--- config.mk ---
export PLATFORM = sky130hd
export DESIGN_NAME = adc_precharge_accum_config
export DESIGN_NICKNAME = d
export VERILOG_FILES = /design/src/adc_cfg_pkg.sv /design/src/adc_accum_unit.sv /design/src/adc_precharge_accum_config.sv
export SDC_FILE = /design/constraint.sdc
export NUM_CORES = 1
export LEC_CHECK = 0
export BUFFER_PORTS_ARGS = -buffer_cell sky130_fd_sc_hd__buf_2
export CORE_AREA = 2 2 166 168
export CTS_BUF_LIST = sky130_fd_sc_hd__clkbuf_4
export DETAILED_ROUTE_END_ITERATION = 10
export DIE_AREA = 0 0 168 170
export SLEW_MARGIN = 10
export SYNTH_ARGS = -nofsm -noshare
export SYNTH_HDL_FRONTEND = slang
export SYNTH_SLANG_ARGS = --single-unit
--- constraint.sdc ---
create_clock -name pclk -period 5.97 [get_ports pclk]
set_input_delay 0.597 -clock pclk [delete_from_list [all_inputs] [get_ports pclk]]
set_output_delay 0.597 -clock pclk [all_outputs]
set_load 0.01 [all_outputs]
--- src/adc_cfg_pkg.sv ---
package adc_cfg_pkg;
    // ****************************************
    // register map
    // ****************************************
    localparam logic [11:0] sampling_ctrl_addr   = 12'h000;
    localparam logic [11:0] accumulate_ctrl_addr = 12'h004;
    localparam logic [11:0] status_addr          = 12'h008;
    localparam logic [11:0] accum_addr           = 12'h00c;
    localparam logic [11:0] prev_addr            = 12'h010;
    localparam logic [11:0] filter_addr          = 12'h014;
    localparam logic [11:0] result_addr          = 12'h018;
    localparam logic [11:0] precharge_time_addr  = 12'h01c;

    // ****************************************
    // field positions
    // ****************************************
    localparam int precharge_polarity_bit        = 7;
    localparam int inverted_precharge_enable_bit = 6;
    localparam int guard_ring_polarity_bit       = 5;
    localparam int double_sample_enable_bit      = 0;
    localparam int previous_sample_source_bit    = 7;
    localparam int accum_right_shift_lsb         = 4;
    localparam int accumulator_clear_bit         = 3;
    localparam int operating_mode_lsb            = 0;

    localparam logic [7:0] sampling_ctrl_mask   = 8'he1;
    localparam logic [7:0] sampling_ctrl_reset  = 8'h00;
    localparam logic [7:0] accumulate_ctrl_reset = 8'h00;
    localparam logic [7:0] precharge_time_reset = 8'h00;

    localparam logic [2:0] right_shift_max = 3'h5;

    typedef enum logic [2:0] {
        mode_basic      = 3'h0,
        mode_accumulate = 3'h1,
        mode_average    = 3'h2,
        mode_burst_avg  = 3'h3,
        mode_low_pass   = 3'h4
    } operating_mode_t;
endpackage : adc_cfg_pkg

--- src/adc_accum_unit.sv ---
`timescale 1ns/1ns
module adc_accum_unit
    import adc_cfg_pkg::*;
#(
    parameter int data_w = 16
) (
    input  wire logic              pclk,
    input  wire logic              presetn,
    input  wire logic              clear,
    input  wire logic              sample_done,
    input  wire logic              second_of_pair,
    input  wire logic              pair_mode,
    input  wire logic [2:0]        mode,
    input  wire logic [2:0]        right_shift,
    input  wire logic [9:0]        sample,
    input  wire logic [9:0]        prev_sample,
    output logic      [data_w-1:0] accum_ff,
    output logic      [data_w-1:0] filter_ff,
    output logic                   overflow_ff
);
    // ****************************************
    // accumulator and filter datapath
    // ****************************************
    logic [data_w:0]   nxt_sum;
    logic [data_w-1:0] lp_step;
    logic [data_w-1:0] nxt_accum;
    logic              ovf_event;
    logic              acc_mode;
    logic              lp_mode;

    assign acc_mode = (mode == mode_accumulate) || (mode == mode_average)
                    || (mode == mode_burst_avg);
    assign lp_mode  = (mode == mode_low_pass);
    // pair subtracts previous sample first, adds it back second
    assign nxt_sum  = (acc_mode && pair_mode)
        ? (second_of_pair ? {1'b0, accum_ff} + {{(data_w-9){1'b0}}, prev_sample}
                          : {1'b0, accum_ff} - {{(data_w-9){1'b0}}, prev_sample})
        : {1'b0, accum_ff} + {{(data_w-9){1'b0}}, sample};
    // unity gain low pass with time constant 2^shift
    assign lp_step    = (accum_ff >> right_shift);
    assign nxt_accum  = lp_mode ? (accum_ff - lp_step + {{(data_w-10){1'b0}}, sample})
                                : nxt_sum[data_w-1:0];
    // filter reads the updated sum so it never lags the accumulator by a sample
    assign ovf_event  = sample_done && acc_mode && nxt_sum[data_w];

    always_ff @(posedge pclk or negedge presetn) begin
        if (!presetn) begin
            accum_ff    <= '0;
            filter_ff   <= '0;
            overflow_ff <= 1'b0;
        end else if (clear) begin
            accum_ff    <= '0;
            // an overflow in the clearing cycle survives: set beats clear
            overflow_ff <= ovf_event;
        end else if (sample_done && mode != mode_basic) begin
            accum_ff    <= nxt_accum;
            filter_ff   <= nxt_accum >> right_shift;
            overflow_ff <= overflow_ff | ovf_event;
        end
    end
endmodule : adc_accum_unit

--- src/adc_precharge_accum_config.sv ---
`timescale 1ns/1ns
// Behaviour
// - precharge polarity sets pin and hold levels
// - inverted precharge flips second cycle polarity
// - no inversion keeps configured polarities both cycles
// - guard ring starts at guard polarity level
// - double sample enable selects paired sequence
// - low pass constant is two to shift
// - pair: subtract then add previous sample
// - clear bit clears accumulator, flag, counter
// - mode field codes, upper codes reserved
// - threshold computed after both pair conversions
module adc_precharge_accum_config
    import adc_cfg_pkg::*;
#(
    parameter int data_w = 16
) (
    input  wire logic        pclk,
    input  wire logic        presetn,
    input  wire logic        psel,
    input  wire logic        penable,
    input  wire logic        pwrite,
    input  wire logic [11:0] paddr,
    input  wire logic [31:0] pwdata,
    output logic      [31:0] prdata,
    output logic             pready,
    output logic             pslverr,
    input  wire logic        conv_start,
    input  wire logic        conv_done,
    input  wire logic [9:0]  conversion_result,
    output logic             precharge_active,
    output logic             pin_to_avdd,
    output logic             pin_to_vss,
    output logic             hold_capacitor_to_avdd,
    output logic             hold_capacitor_to_vss,
    output logic             guard_ring_level,
    output logic             threshold_calc_strobe,
    output logic             second_of_pair
);
    // ****************************************
    // registers
    // ****************************************
    logic [7:0]        sampling_ctrl_ff;
    logic [7:0]        accumulate_ctrl_ff;
    logic [7:0]        precharge_time_ff;
    logic [9:0]        result_ff;
    logic [data_w-1:0] previous_result_ff;
    logic              pair_ff;
    logic              clear_pend_ff;
    logic [7:0]        sample_count_ff;
    logic              precharge_active_ff;
    logic              threshold_strobe_ff;
    logic [data_w-1:0] accum_value;
    logic [data_w-1:0] filtered_value;
    logic              accumulator_overflow;

    // ****************************************
    // decode
    // ****************************************
    logic wr_en;
    logic wr_sampling;
    logic wr_accumulate;
    logic wr_ptime;
    logic nxt_pair;
    logic nxt_strobe;
    logic double_sample_enable;
    logic inverted_precharge_enable;
    logic precharge_polarity;
    logic guard_ring_polarity;
    logic previous_sample_source;
    logic [2:0] accum_right_shift;
    logic [2:0] operating_mode_select;
    logic invert_now;
    logic eff_pol;
    logic eff_guard;
    logic [7:0] acc_wdata;
    logic [2:0] shift_wr;
    logic [2:0] mode_wr;

    // no wait states: every access completes in its first access cycle
    assign pready  = 1'b1;
    assign pslverr = 1'b0;
    assign wr_en   = psel && penable && pwrite;

    // ****************************************
    // write selects
    // ****************************************
    assign wr_sampling   = wr_en && (paddr == sampling_ctrl_addr);
    assign wr_accumulate = wr_en && (paddr == accumulate_ctrl_addr);
    assign wr_ptime      = wr_en && (paddr == precharge_time_addr);

    assign double_sample_enable      = sampling_ctrl_ff[double_sample_enable_bit];
    assign inverted_precharge_enable = sampling_ctrl_ff[inverted_precharge_enable_bit];
    assign precharge_polarity        = sampling_ctrl_ff[precharge_polarity_bit];
    assign guard_ring_polarity       = sampling_ctrl_ff[guard_ring_polarity_bit];
    assign previous_sample_source    = accumulate_ctrl_ff[previous_sample_source_bit];
    assign accum_right_shift         = accumulate_ctrl_ff[accum_right_shift_lsb +: 3];
    assign operating_mode_select     = accumulate_ctrl_ff[operating_mode_lsb +: 3];

    // reserved codes are refused; the old value stays
    assign shift_wr  = (pwdata[6:4] > right_shift_max) ? accum_right_shift : pwdata[6:4];
    assign mode_wr   = (pwdata[2:0] > mode_low_pass) ? operating_mode_select : pwdata[2:0];
    assign acc_wdata = {pwdata[7], shift_wr, pwdata[3], mode_wr};

    // inversion only in the second cycle of an enabled pair
    assign invert_now = double_sample_enable && inverted_precharge_enable && pair_ff;
    assign eff_pol    = precharge_polarity ^ invert_now;
    assign eff_guard  = guard_ring_polarity ^ invert_now;

    // pairing advances only while enabled; a single sample never pairs
    assign nxt_pair   = double_sample_enable ? !pair_ff : 1'b0;
    // threshold only after a single or the second of a pair
    assign nxt_strobe = conv_done && (!double_sample_enable || pair_ff);

    // zero precharge time leaves every switch open
    assign precharge_active       = precharge_active_ff;
    assign pin_to_avdd            = precharge_active_ff && eff_pol;
    assign pin_to_vss             = precharge_active_ff && !eff_pol;
    assign hold_capacitor_to_vss  = precharge_active_ff && eff_pol;
    assign hold_capacitor_to_avdd = precharge_active_ff && !eff_pol;
    assign guard_ring_level       = eff_guard;
    assign second_of_pair         = pair_ff;
    assign threshold_calc_strobe  = threshold_strobe_ff;

    // ****************************************
    // register writes
    // ****************************************
    always_ff @(posedge pclk or negedge presetn) begin
        if (!presetn) begin
            sampling_ctrl_ff   <= sampling_ctrl_reset;
            accumulate_ctrl_ff <= accumulate_ctrl_reset;
            precharge_time_ff  <= precharge_time_reset;
        end else begin
            if (wr_sampling) begin
                sampling_ctrl_ff <= pwdata[7:0] & sampling_ctrl_mask;
            end
            // a write in the clearing cycle wins over the hardware clear
            if (wr_accumulate) begin
                accumulate_ctrl_ff <= acc_wdata;
            end else if (clear_pend_ff) begin
                accumulate_ctrl_ff[accumulator_clear_bit] <= 1'b0;
            end
            if (wr_ptime) begin
                precharge_time_ff <= pwdata[7:0];
            end
        end
    end

    // ****************************************
    // conversion sequencing
    // ****************************************
    always_ff @(posedge pclk or negedge presetn) begin
        if (!presetn) begin
            result_ff           <= '0;
            previous_result_ff  <= '0;
            pair_ff             <= 1'b0;
            clear_pend_ff       <= 1'b0;
            sample_count_ff     <= '0;
            precharge_active_ff <= 1'b0;
            threshold_strobe_ff <= 1'b0;
        end else begin
            clear_pend_ff       <= accumulate_ctrl_ff[accumulator_clear_bit] && !clear_pend_ff;
            threshold_strobe_ff <= nxt_strobe;
            // previous is taken at start, before this conversion's result lands
            if (conv_start) begin
                precharge_active_ff <= (precharge_time_ff != 8'h00);
                previous_result_ff  <= previous_sample_source ? filtered_value
                                     : {{(data_w-10){1'b0}}, result_ff};
            end else if (conv_done) begin
                precharge_active_ff <= 1'b0;
            end
            if (conv_done) begin
                result_ff <= conversion_result;
                pair_ff   <= nxt_pair;
            end
            if (clear_pend_ff) begin
                sample_count_ff <= '0;
            end else if (conv_done) begin
                sample_count_ff <= sample_count_ff + 8'h01;
            end
        end
    end

    adc_accum_unit #(
        .data_w(data_w)
    ) u_accum (
        .pclk           (pclk),
        .presetn        (presetn),
        .clear          (clear_pend_ff),
        .sample_done    (conv_done),
        .second_of_pair (pair_ff),
        .pair_mode      (double_sample_enable),
        .mode           (operating_mode_select),
        .right_shift    (accum_right_shift),
        .sample         (conversion_result),
        .prev_sample    (previous_result_ff[9:0]),
        .accum_ff       (accum_value),
        .filter_ff      (filtered_value),
        .overflow_ff    (accumulator_overflow)
    );

    // ****************************************
    // read mux
    // ****************************************
    // reads have no side effects, so the mux may follow paddr in any phase
    always_comb begin
        prdata = 32'h0000_0000;
        unique case (paddr)
            sampling_ctrl_addr:   prdata = {24'h0, sampling_ctrl_ff};
            accumulate_ctrl_addr: prdata = {24'h0, accumulate_ctrl_ff};
            // status packs the sample count above the pair phase and overflow
            status_addr:          prdata = {22'h0, sample_count_ff, pair_ff,
                                            accumulator_overflow};
            accum_addr:           prdata = {{(32-data_w){1'b0}}, accum_value};
            prev_addr:            prdata = {{(32-data_w){1'b0}}, previous_result_ff};
            filter_addr:          prdata = {{(32-data_w){1'b0}}, filtered_value};
            result_addr:          prdata = {22'h0, result_ff};
            precharge_time_addr:  prdata = {24'h0, precharge_time_ff};
            default:              prdata = 32'h0000_0000;
        endcase
    end
endmodule : adc_precharge_accum_config

== Yosys cells after proc, flatten, opt, wreduce, memory -nomap -nowiden ==
Index checks and enable logic that the tools add are counted.

* Magnitude comparators: 2
* Bitwise gates (word level): 6
* Shifts and indexed selects: 2
* Eq/ne operators: 11
* Multiplexer cells: 16
* Add/sub/neg operators: 6
* Reduce and logical (&&, ||, !) cells: 32

{| class="wikitable"
|+ Operators with widths
! kind !! number
|-
| 16-bit case mux with 8 select lines || 1
|-
| 16-bit two-way mux || 4
|-
| 12-bit by 5-bit equality test with 1-bit output (second input constant) || 4
|-
| 16-bit by 10-bit adder with 17-bit output || 2
|-
| 17-bit two-way mux || 2
|-
| 16-bit by 3-bit >> shifter with 16-bit output || 2
|-
| 12-bit by 4-bit equality test with 1-bit output (second input constant) || 2
|-
| 16-bit by 10-bit subtractor with 17-bit output || 1
|-
| 16-bit by 10-bit adder with 16-bit output || 1
|-
| 8-bit two-way mux || 2
|-
| 16-bit subtractor || 1
|-
| 1-bit logical AND || 15
|-
| 12-bit by 3-bit equality test with 1-bit output (second input constant) || 1
|-
| 12-bit logical NOT || 1
|-
| 8-bit by 1-bit adder with 8-bit output (second input constant) || 1
|-
| 2-bit nonzero test || 4
|-
| 8-bit nonzero test || 1
|-
| 1-bit two-way mux || 7
|-
| 3-bit by 2-bit equality test with 1-bit output (second input constant) || 2
|-
| 3-bit > comparator (second input constant) || 2
|-
| 2-bit AND reduction || 3
|-
| 1-bit logical NOT || 4
|-
| 3-bit by 1-bit equality test with 1-bit output (second input constant) || 1
|-
| 3-bit equality test (second input constant) || 1
|-
| other kinds (5) || 10
|}

* Register bits after elaboration: 91
* Output and inout bits: 42

== Longest topological paths before layout ==
Gate-level depths: netlist of run 1.

* Depth after elaboration: 9
* Depth in mapped cells: 21

== Modules after synthesis ==
From an unflattened synthesis of run 1, not the netlist that was laid out.

* Cell total of the unflattened synthesis: 939
* Area total of the unflattened synthesis: 8106.5 µm²

{| class="wikitable"
|+ By module, submodules not included
! module !! cells each !! area each (µm²) !! seq. area each (µm²) !! instances
|-
| adc_accum_unit || 614 || 4657.0 || 825.8 || 1
|-
| adc_precharge_accum_config || 325 || 3449.6 || 1451.4 || 1
|}

== Least setup slack after synthesis of run 1 ==
No wires, ideal clock.

* Path type: reg-to-reg
* From: register accumulate_ctrl_ff[5]
* To: register u_accum.filter_ff[9]
* Clock period less this slack: 4.533 ns
* Buffers on the path: 2
* Slack: 1.437 ns
* Arrival time: 4.414 ns
* Cell stages (with the launch flop): 18
* Required time: 5.851 ns
* Cells stage by stage: dfrtp_1 -> inv_1 -> clkbuf_1 -> buf_1 -> mux2i_1 -> mux2i_1 -> fa_1 -> inv_1 -> fa_1 -> a211oi_2 -> nor3_2 -> nor2_1 -> mux2_4 -> nor4_4 -> a211o_1 -> a21bo_1 -> a22oi_1 -> a21bo_1

* Cells in the longest elaborated chain, start to end: 5

{| class="wikitable"
|+ RTL lines
! item !! RTL line !! text
|-
| start: declaration || adc_precharge_accum_config.sv:44 || <nowiki>logic [7:0] accumulate_ctrl_ff;</nowiki>
|-
| start signal: assignment || adc_precharge_accum_config.sv:131 || <nowiki>accumulate_ctrl_ff <= accumulate_ctrl_reset;</nowiki>
|-
| start signal: assignment || adc_precharge_accum_config.sv:139 || <nowiki>accumulate_ctrl_ff <= acc_wdata;</nowiki>
|-
| 16-bit by 3-bit >> shifter with 16-bit output || adc_accum_unit.sv:40 || <nowiki>assign lp_step = (accum_ff >> right_shift);</nowiki>
|-
| 16-bit subtractor || adc_accum_unit.sv:41 || <nowiki>assign nxt_accum = lp_mode ? (accum_ff - lp_step + {{(data_w-10){1'b0}}, sample})</nowiki>
|-
| 16-bit by 10-bit adder with 16-bit output || adc_accum_unit.sv:41 ||
|-
| 16-bit two-way mux || adc_accum_unit.sv:41 ||
|-
| 16-bit by 3-bit >> shifter with 16-bit output (*) || adc_accum_unit.sv:57 || <nowiki>filter_ff <= nxt_accum >> right_shift;</nowiki>
|-
| end signal: assignment || adc_accum_unit.sv:57 ||
|-
| end: declaration || adc_accum_unit.sv:18 || <nowiki>output logic [data_w-1:0] filter_ff,</nowiki>
|}

Every way passes the cells marked *; elsewhere a longest branch is shown, timed or not.
A chain may end at the register's enable or synchronous reset.

== Final worst setup path of run 1 ==
* From: register accumulate_ctrl_ff[4]
* To: register u_accum.filter_ff[8]

The elaborated chain is that of the path after synthesis.

==> metrics, run 1 <==
outcome=complete, no violations; clock tree buffer depth=2; number of synthesized flops with an enable pin=0; core area=26700 sq um; total chip power=1.51 mW; WP data required=6.36 ns; syn_area_per_cell=8.40 sq um; Synth async-reset ratio=100%; Finished Cell Area=8580 sq um; vias in the first global route=6635; placed cell areas=8430 sq um; max-cap violation count=0; Cell Pwr Density=176 nW/um^2; synthesized area=7870 sq um; layout overhead on the synthesized area=8.99%; Max Freq=199 MHz; Root Driver=clkbuf_4; ANT nets after route=0; total global routing overflow=0; Hold Crit Class=in -> async; critical path's most frequent cell=o21ai_0; final period utilization=84.1%; clk sinks=91; die width=168 microns; Detailed Place HPWL=18300 microns; total number of vias=7240; Die Area=28600 sq um; arrival time worst endpoint=5.41 ns; Nets=1083; Skew-Pair Late Insertion Delay=0.48 ns; CTS clk-pin slew, worst paths=0.19 ns; PortBufs=60; Slew @ Worst Pin=1.02 ns; P_leak=3.90 nW; Hold Fails Final Rpt=0; Avg WL per Cell=18.1 microns; Initial Utilization=29.5%; depth of the CTS H-tree=3; most common cell after layout, fill and taps aside=nor2_1; Crit. End Element=flip-flop; Worst R2R Start=accumulate_ctrl_ff[4]; # diodes=0; initial drt markers=694; min cycle time layout=5.02 ns; skew final=0.0322 ns; headroom to the max-slew limit=31.3%; Worst path max stage delay=0.62 ns; CP Max Fanout=18; Max Slew Vio Count=0; TritonRoute pass-1 iters=8; initial antenna violation count=0; worst vdd ir=106 uV; Num CTS Buffers=9; first-pass GRT wire length=37300 microns; CP startpoint=accumulate_ctrl_ff[4]; most frequent cells in the layout=107 x nor2_1, 91 x dfrtp_1, 72 x nand2_1; hold_ws=0.0645 ns; CTS tree=built; Netlist cell types=79; crit start category=flip-flop; synthesized instance count=937; post-synthesis register bit count=91; layout cell share with drive strength beyond 1=14.5%; RePlAce Congestion=0.929; Die Y=170 microns; unrepaired setup endpoints after global routing=no; Final setup viols=0; share of the yosys chip area belonging to registers=28.9%; post_cts resized=0; Setup TNS=0 ns; Row Count=60; Crit Path Category=reg -> reg; Synth Flop Type=dfrtp_1; Routed Wire Length=23800 microns; Finished Layout Cells=1316; setup bufs post-CTS=0; gr usage total=16.5%; CP cell instances=buf_4 > nand2_1 > o21ai_0 > o21ai_0 > mux2i_1 > fa_1 > inv_1 > ha_1 > a2111oi_2 > a21bo_2 > a211oi_1 > nor3_1 > xor2_1 > o22ai_1 > o21bai_1 > mux4_2 > o21ai_2; post-detailed-route via-to-cell ratio=5.50; count of yosys warnings during synthesis=0; Remaining DRCs=0; slowest CP cell=dfrtp_1; Top-Level Pins=103; Inst Count DP=1300; CTS Hold Bufs=0; largest net degree at the start of global routing=55
[cell usage after synthesis (4+ instances only)]
library cell | instances | area [sq um]
a22o_1 | 5 | 43.8
fa_1 | 11 | 220
ha_1 | 41 | 513
a21oi_1 | 62 | 310
and3_1 | 4 | 25.0
nand4_1 | 9 | 56.3
o21a_1 | 4 | 30.0
o211ai_1 | 10 | 75.1
xor2_1 | 18 | 158
clkbuf_1 | 40 | 150
nand2b_1 | 12 | 75.1
buf_4 | 20 | 150
buf_1 | 6 | 22.5
a21o_1 | 11 | 82.6
nand2_1 | 72 | 270
dfrtp_1 | 91 | 2280
a22oi_1 | 26 | 195
nor4_1 | 7 | 43.8
nor2b_1 | 5 | 31.3
a31oi_1 | 4 | 25.0
or3_1 | 5 | 31.3
a221oi_1 | 4 | 35.0
nor2_1 | 107 | 402
xnor2_1 | 20 | 175
inv_1 | 66 | 248
or4_1 | 4 | 30.0
o22ai_1 | 5 | 31.3
a222oi_1 | 11 | 110
mux2_2 | 29 | 327
nand3_1 | 21 | 105
and2_1 | 5 | 31.3
o21ai_0 | 49 | 245
a211oi_1 | 25 | 188
mux2i_1 | 41 | 410
nor3_1 | 18 | 90.1
[per-stage QoR]
stage | util, % | setup slack (ns)
4_1_cts | 32.2 | 0.980
3_5_place_dp | 31.6 | 1.05
2_1_floorplan | - | 1.44
6_report | 32.2 | 0.948
5_1_grt | 32.2 | 0.672
3_3_place_gp | 31.6 | 1.12
[worst max-delay path: cells and delay by family (launching register included)]
kind	cells	cell delay (ns)
AOI/OAI and AO/OA	8	1.84
adders and majority gates	2	0.89
muxes	2	0.66
DFF	1	0.62
buffers and inverters	2	0.36
xor gates and xnor gates	1	0.28
and+or+nand+nor	2	0.25
[logic make-up (layout without fill, tap and decap cells)]
family | after synthesis | count (layout) | share of synthesized area (%)
buffers and inverters | 137 | 159 | 7.63
and+or+nand+nor | 281 | 281 | 16.7
adders and majority gates | 52 | 52 | 9.31
xor gates and xnor gates | 38 | 38 | 4.23
other | 2 | 18 | 0.0954
AOI/OAI and AO/OA | 262 | 262 | 22.7
muxes | 74 | 74 | 10.4
DFF | 91 | 91 | 28.9
[registers in the layout, indices dropped and copies added, names as in the netlist]
register               cells
previous_result_ff        16
precharge_active           1
result_ff                 10
threshold_calc_strobe      1
u_accum.accum_ff          16
precharge_time_ff          8
clear_pend_ff              1
u_accum.overflow_ff        1
accumulate_ctrl_ff         8
sampling_ctrl_ff           4
u_accum.filter_ff         16
sample_count_ff            8
second_of_pair             1
[routing by layer]
metal / up-vias / global-route usage (%) / share of wire [%]
li1: 3419 / - / -
met1: 3545 / 24.1 / 47
met2: 260 / 26.0 / 46
met3: 16 / 2.93 / 6.9
met4: 0 / 2.68 / 0.83
met5: - / 0 / 0
[worst paths after layout]
| kind | endpoint | slack [ns] | depth (start not counted) |
|---|---|---|---|
| setup / recovery | u_accum.filter_ff[8] | 0.95 | 17 |
| hold / removal | u_accum.filter_ff[11] | 0.06 | 1 |
| setup reg to reg | u_accum.filter_ff[8] | 0.95 | 17 |
| hold reg to reg | u_accum.filter_ff[14] | 0.53 | 2 |
| max in group asynchronous | u_accum.filter_ff[5] | 4.78 | 2 |
| min in group pclk | result_ff[2] | 0.34 | 2 |
[final cells by class]
type	count	area, sq um
fill	2780	18100
clock buffer	9	67.6
timing repair buffer	76	423
sequential	91	2280
inverter	67	251
clock inverter	7	80.1
tap	341	427
multi-input combinational	725	5060
[report_power, final]
| group | switching, mW | internal, mW | leakage [nW] |
|---|---|---|---|
| combinational | 0.251 | 0.173 | 2.63 |
| clock | 0.265 | 0.101 | 0.0765 |
| sequential | 0.0632 | 0.660 | 1.19 |
(Power assumes the default switching activity.)
==> inputs of run 2 (changes only) <==
==> constraint.sdc (replaced) <==
create_clock -name pclk -period 5.18 [get_ports pclk]
set_input_delay 0.518 -clock pclk [delete_from_list [all_inputs] [get_ports pclk]]
set_output_delay 0.518 -clock pclk [all_outputs]
set_load 0.01 [all_outputs]
==> metrics, run 2 (synthesized netlist as in run 1, its figures left out) <==
Hold Crit Class=in -> async; worst vdd ir=137 uV; arrival time worst endpoint=5.16 ns; Routed Wire Length=23400 microns; layout overhead on the synthesized area=9.07%; worst reg2reg path endpoint=u_accum.filter_ff[8]; depth of the CTS H-tree=3; multi-input logic area=5060 sq um; core area=26700 sq um; Hold Fails Final Rpt=0; Filler cells=2741; Place WS=0.575 ns; CTS clk-pin slew, worst paths=0.18 ns; setup bufs post-CTS=0; Remaining DRCs=0; TritonRoute pass-1 iters=6; Num CTS Buffers=9; vias in the first global route=6592; Row Count=60; Avg WL per Cell=17.7 microns; largest registers=previous_result_ff x16, u_accum.accum_ff x16, u_accum.filter_ff x16; WP data required=5.58 ns; ANT nets after route=0; Die Area=28600 sq um; Final WS setup=0.421 ns; post_cts resized=0; outcome=complete, no violations; Crit. End Element=flip-flop; RePlAce Congestion=0.898; layout cell share with drive strength beyond 1=14.6%; Cell Pwr Density=201 nW/um^2; R2R cell count=17; P_leak=3.90 nW; clk sinks=91; post-detailed-route via-to-cell ratio=5.45; skew final=0.0222 ns; Final setup viols=0; largest net degree at the start of global routing=52; Finished Cell Area=8590 sq um; first-pass GRT wire length=36900 microns; Die Y=170 microns; CTS Hold Bufs=0; total chip power=1.73 mW; headroom to the max-slew limit=34.4%; gr usage total=16.3%; die width=168 microns; CTS tree=built; most frequent cells in the layout=107 x nor2_1, 91 x dfrtp_1, 72 x nand2_1; total number of vias=7185; Crit Path Category=reg -> reg; initial antenna violation count=1; unrepaired setup endpoints after global routing=no; Detailed Place HPWL=18100 microns; Setup TNS=0 ns; Worst R2R Start=accumulate_ctrl_ff[4]; max-cap violation count=0; final period utilization=91.9%; R2R Setup Slk=0.42 ns; Register Area=2280 sq um; Max Slew Vio Count=0; Root Driver=clkbuf_4; clock tree buffer depth=2; CP Max Fanout=30; Slew @ Worst Pin=0.983 ns; Nets=1085; placed cell areas=8450 sq um; total global routing overflow=0; most common cell after layout, fill and taps aside=nor2_1; Initial Utilization=29.5%; Skew-Pair Late Insertion Delay=0.48 ns; PortBufs=60; initial drt markers=644; Max Freq=210 MHz; crit start category=flip-flop; min cycle time layout=4.76 ns; Top-Level Pins=103
run 2: changes by cell type in the layout (fill, tap and decap cells not counted):
cell        change
buf_4           +2
clkinv_8        -1
clkinvlp_4      +1
diode_2         +1
inv_6           +1
inv_8           -1
run 2: layout make-up:
class / count / share of cell area (%)
diodes: 1 / 0.0291
clock buffers: 9 / 0.787
clock inverters: 7 / 0.801
inverters: 67 / 2.93
multi-input cells: 725 / 58.9
flip-flops and latches: 91 / 26.5
well taps: 341 / 4.97
repair buffers: 78 / 5.10
run 2: per-stage QoR:
step,std cells,hold slack [ns],util [%]
after floorplan,953,0.222,-
after global placement,1302,0.494,31.7
after detailed placement,1302,0.497,31.7
after CTS,1318,0.00959,32.2
after global routing,1319,0.00603,32.2
final,1319,0.00935,32.2
run 2: report_power, final:
part           total [mW]  switching [mW]  internal [mW]  leakage [nW]
Clock               0.403           0.292          0.111        0.0682
Combinational       0.492           0.292          0.200          2.64
Sequential          0.831          0.0703          0.761          1.19
run 2: worst max path at each step:
stage                           end  cells past startpoint                  start  slack, ns
2_1_floorplan  u_accum.filter_ff[9]                     17  accumulate_ctrl_ff[5]       0.65
3_3_place_gp   u_accum.filter_ff[8]                     17  accumulate_ctrl_ff[4]       0.60
3_5_place_dp   u_accum.filter_ff[8]                     17  accumulate_ctrl_ff[4]       0.58
4_1_cts        u_accum.filter_ff[8]                     16  accumulate_ctrl_ff[4]       0.54
5_1_grt        u_accum.filter_ff[8]                     17  accumulate_ctrl_ff[4]       0.24
6_report       u_accum.filter_ff[8]                     17  accumulate_ctrl_ff[4]       0.42
run 2: critical path: stages, from the launching register on:
cell and delay, ns:
dfrtp_1 0.37, buf_4 0.33, mux2i_1 0.31, nand2_1 0.09
o21ai_0 0.16, mux2i_1 0.15, fa_1 0.52, inv_1 0.04
ha_1 0.37, a2111oi_2 0.34, a21bo_2 0.30, a211oi_1 0.29
nor3_1 0.15, xor2_1 0.27, o22ai_1 0.11, o21bai_1 0.24
mux4_2 0.51, o21ai_2 0.12
run 2: routing by layer:
metal  routed length [microns]  global-route usage [%]  vias to the layer above
met5                         0                       0                        -
met4                       299                    2.91                        0
met3                      1680                    3.09                       25
met2                     10500                    25.6                      286
met1                     10900                    23.6                     3446
li1                          -                       -                     3428
==> inputs of run 3 (changes only) <==
--- a/config.mk
+++ b/config.mk
@@ -5,11 +5,12 @@
 export SDC_FILE = /design/constraint.sdc
 export NUM_CORES = 1
 export LEC_CHECK = 0
+export ABC_AREA = 1
 export BUFFER_PORTS_ARGS = -buffer_cell sky130_fd_sc_hd__buf_2
-export CORE_AREA = 2 2 166 168
+export CORE_AREA = 2 2 172 174
 export CTS_BUF_LIST = sky130_fd_sc_hd__clkbuf_4
 export DETAILED_ROUTE_END_ITERATION = 10
-export DIE_AREA = 0 0 168 170
+export DIE_AREA = 0 0 174 176
 export SLEW_MARGIN = 10
 export SYNTH_ARGS = -nofsm -noshare
 export SYNTH_HDL_FRONTEND = slang
==> metrics, run 3 <==
placed cell areas=9040 sq um; Max Freq=242 MHz; Worst R2R Start=accumulate_ctrl_ff[4]; arrival time worst endpoint=4.53 ns; Skew-Pair Late Insertion Delay=0.50 ns; layout cell share with drive strength beyond 1=12.9%; synthesized instance count=1266; Row Count=62; count of yosys warnings during synthesis=0; Slew @ Worst Pin=0.989 ns; Avg WL per Cell=15.7 microns; Max Slew Vio Count=0; post-synth top area share=26.8%; skew final=0.0240 ns; most instantiated cells after synthesis=316 x nand2_1, 206 x inv_1, 135 x nand3_1; Initial Utilization=29.8%; Register Area=2280 sq um; multi-input logic area=5110 sq um; final period utilization=79.6%; Net Sw Frac=40.3%; Hold Fails Final Rpt=0; Setup TNS=0 ns; layout overhead on the synthesized area=7.82%; post-synthesis register bit count=91; crit start category=flip-flop; WP data required=5.59 ns; first-pass GRT wire length=41900 microns; P_leak=4.83 nW; Finished Cell Area=9170 sq um; number of synthesized flops with an enable pin=0; vias in the first global route=7660; GR peak layer=met2; post_cts resized=0; total global routing overflow=0; Synth area leaders=dfrtp_1 27%, nand2_1 14%, inv_1 9.1%, nand3_1 7.9%, ha_1 6.0%; post-synth top area cell=dfrtp_1; Filler cells=3204; met3 usage=3.21%; hold_ws=0.213 ns; Synth Flop Type=dfrtp_1; clock tree buffer depth=2; Finished Layout Cells=1691; Routed Wire Length=26500 microns; sequential power share=46.1%; CTS tree=built; die width=174 microns; total number of vias=8337; internal power=1.04 mW; PortBufs=60; GRT met1 Usage=24.3%; Root Driver=clkbuf_4; min cycle time layout=4.12 ns; Hold Path Cell Cnt=3; unrepaired setup endpoints after global routing=no; most common cell after layout, fill and taps aside=nand2_1; syn_area_per_cell=6.72 sq um; Num CTS Buffers=9; largest net degree at the start of global routing=74; RePlAce Congestion=0.921; CTS clk-pin slew, worst paths=0.17 ns; core area=28500 sq um; # diodes=0; Detailed Place HPWL=21000 microns; R2R Setup Slk=1.06 ns; share of the yosys chip area belonging to registers=26.8%; Place WS=1.12 ns; largest registers=previous_result_ff x16, u_accum.accum_ff x16, u_accum.filter_ff x16; Die Area=30600 sq um; worst vdd ir=128 uV; TritonRoute pass-1 iters=6; gr usage total=17.3%; post-detailed-route via-to-cell ratio=4.93; Die Y=176 microns; most instantiated library cell after synthesis=nand2_1; Final WS setup=1.06 ns; headroom to the max-slew limit=34.1%; net load switching power=0.703 mW; max-cap violation count=0; synthesized area=8510 sq um; initial drt markers=815; Crit Path Category=reg -> reg; Remaining DRCs=0; combinational power share=31.4%; clk sinks=91; initial antenna violation count=0; R2R cell count=17; Nets=1415; CP startpoint=accumulate_ctrl_ff[4]; setup bufs post-CTS=0; Netlist cell types=51; most frequent cells in the layout=316 x nand2_1, 206 x inv_1, 135 x nand3_1; depth of the CTS H-tree=3; Top-Level Pins=103; share of the core filled with cells=32.1%; Hold Crit Class=in -> reg; ANT nets after route=0; M2 GR Usage=27.0%; clock power share=22.5%; HP Start=conversion_result[7]; Cell Pwr Density=190 nW/um^2; total chip power=1.75 mW; Inst Count DP=1674; outcome=complete, no violations; Synth async-reset ratio=100%; CP Max Fanout=31; Crit. End Element=flip-flop; Final setup viols=0
==> run 3: timing repair <==
item	4_1_cts	5_1_grt
endpoints found under the setup margin	0	0
hold buffers	1	0
hold endpoints to repair	18	0
==> run 3: power by group through the flow <==
stage | sequential [mW] | combinational (mW) | clock (mW)
final | 0.805 | 0.549 | 0.392
after global routing | 0.810 | 0.633 | 0.426
after CTS | 0.804 | 0.547 | 0.399
after detailed placement | 0.817 | 0.543 | 0
after global placement | 0.815 | 0.535 | 0
after floorplan | 0.800 | 0.419 | 0
==> run 3: worst max-delay path: stages, from the launching register on <==
cell,delay [ns]
dfrtp_1,0.95
o21ai_0,0.28
o21ai_0,0.36
mux2i_1,0.16
fa_1,0.50
inv_1,0.07
fa_1,0.51
nand3_1,0.12
nand3_1,0.13
nand3_1,0.14
nand3_1,0.08
nand2_1,0.06
nand3_1,0.08
nand2_1,0.18
nand2_1,0.12
nand3_2,0.10
nand3_1,0.11
o21ai_2,0.07
==> run 3: cells by family (layout without fill, tap and decap cells) <==
family / count (synthesis) / after routing / synth area share (%)
and+or+nand+nor: 622 / 622 / 34.6
AOI/OAI and AO/OA: 199 / 199 / 13.7
buffers and inverters: 278 / 303 / 13.8
other: 2 / 18 / 0.0883
adders and majority gates: 52 / 52 / 8.62
muxes: 11 / 11 / 1.29
DFF: 91 / 91 / 26.8
xor gates and xnor gates: 11 / 11 / 1.13
==> run 3: layout make-up <==
| cell class | instances | share of cell area (%) |
|---|---|---|
| Timing Repair Buffer | 66 | 3.82 |
| Tap cell | 384 | 5.24 |
| Sequential cell | 91 | 24.8 |
| Clock buffer | 9 | 0.737 |
| Clock inverter | 7 | 0.546 |
| Multi-Input combinational cell | 913 | 55.8 |
| Inverter | 221 | 9.07 |
==> run 3: final timing paths <==
kind | to
worst max-delay path | u_accum.filter_ff[12]
worst min-delay path | result_ff[7]
worst max register to register | u_accum.filter_ff[12]
worst min register to register | sample_count_ff[4]
max in group asynchronous | u_accum.filter_ff[10]
min in group asynchronous | sampling_ctrl_ff[7]
==> run 3: per-layer routing <==
metal | part of all wire, % | vias up
met5 | 0 | -
met4 | 2.3 | 0
met3 | 7.0 | 39
met2 | 44 | 298
met1 | 46 | 3843
li1 | - | 4157
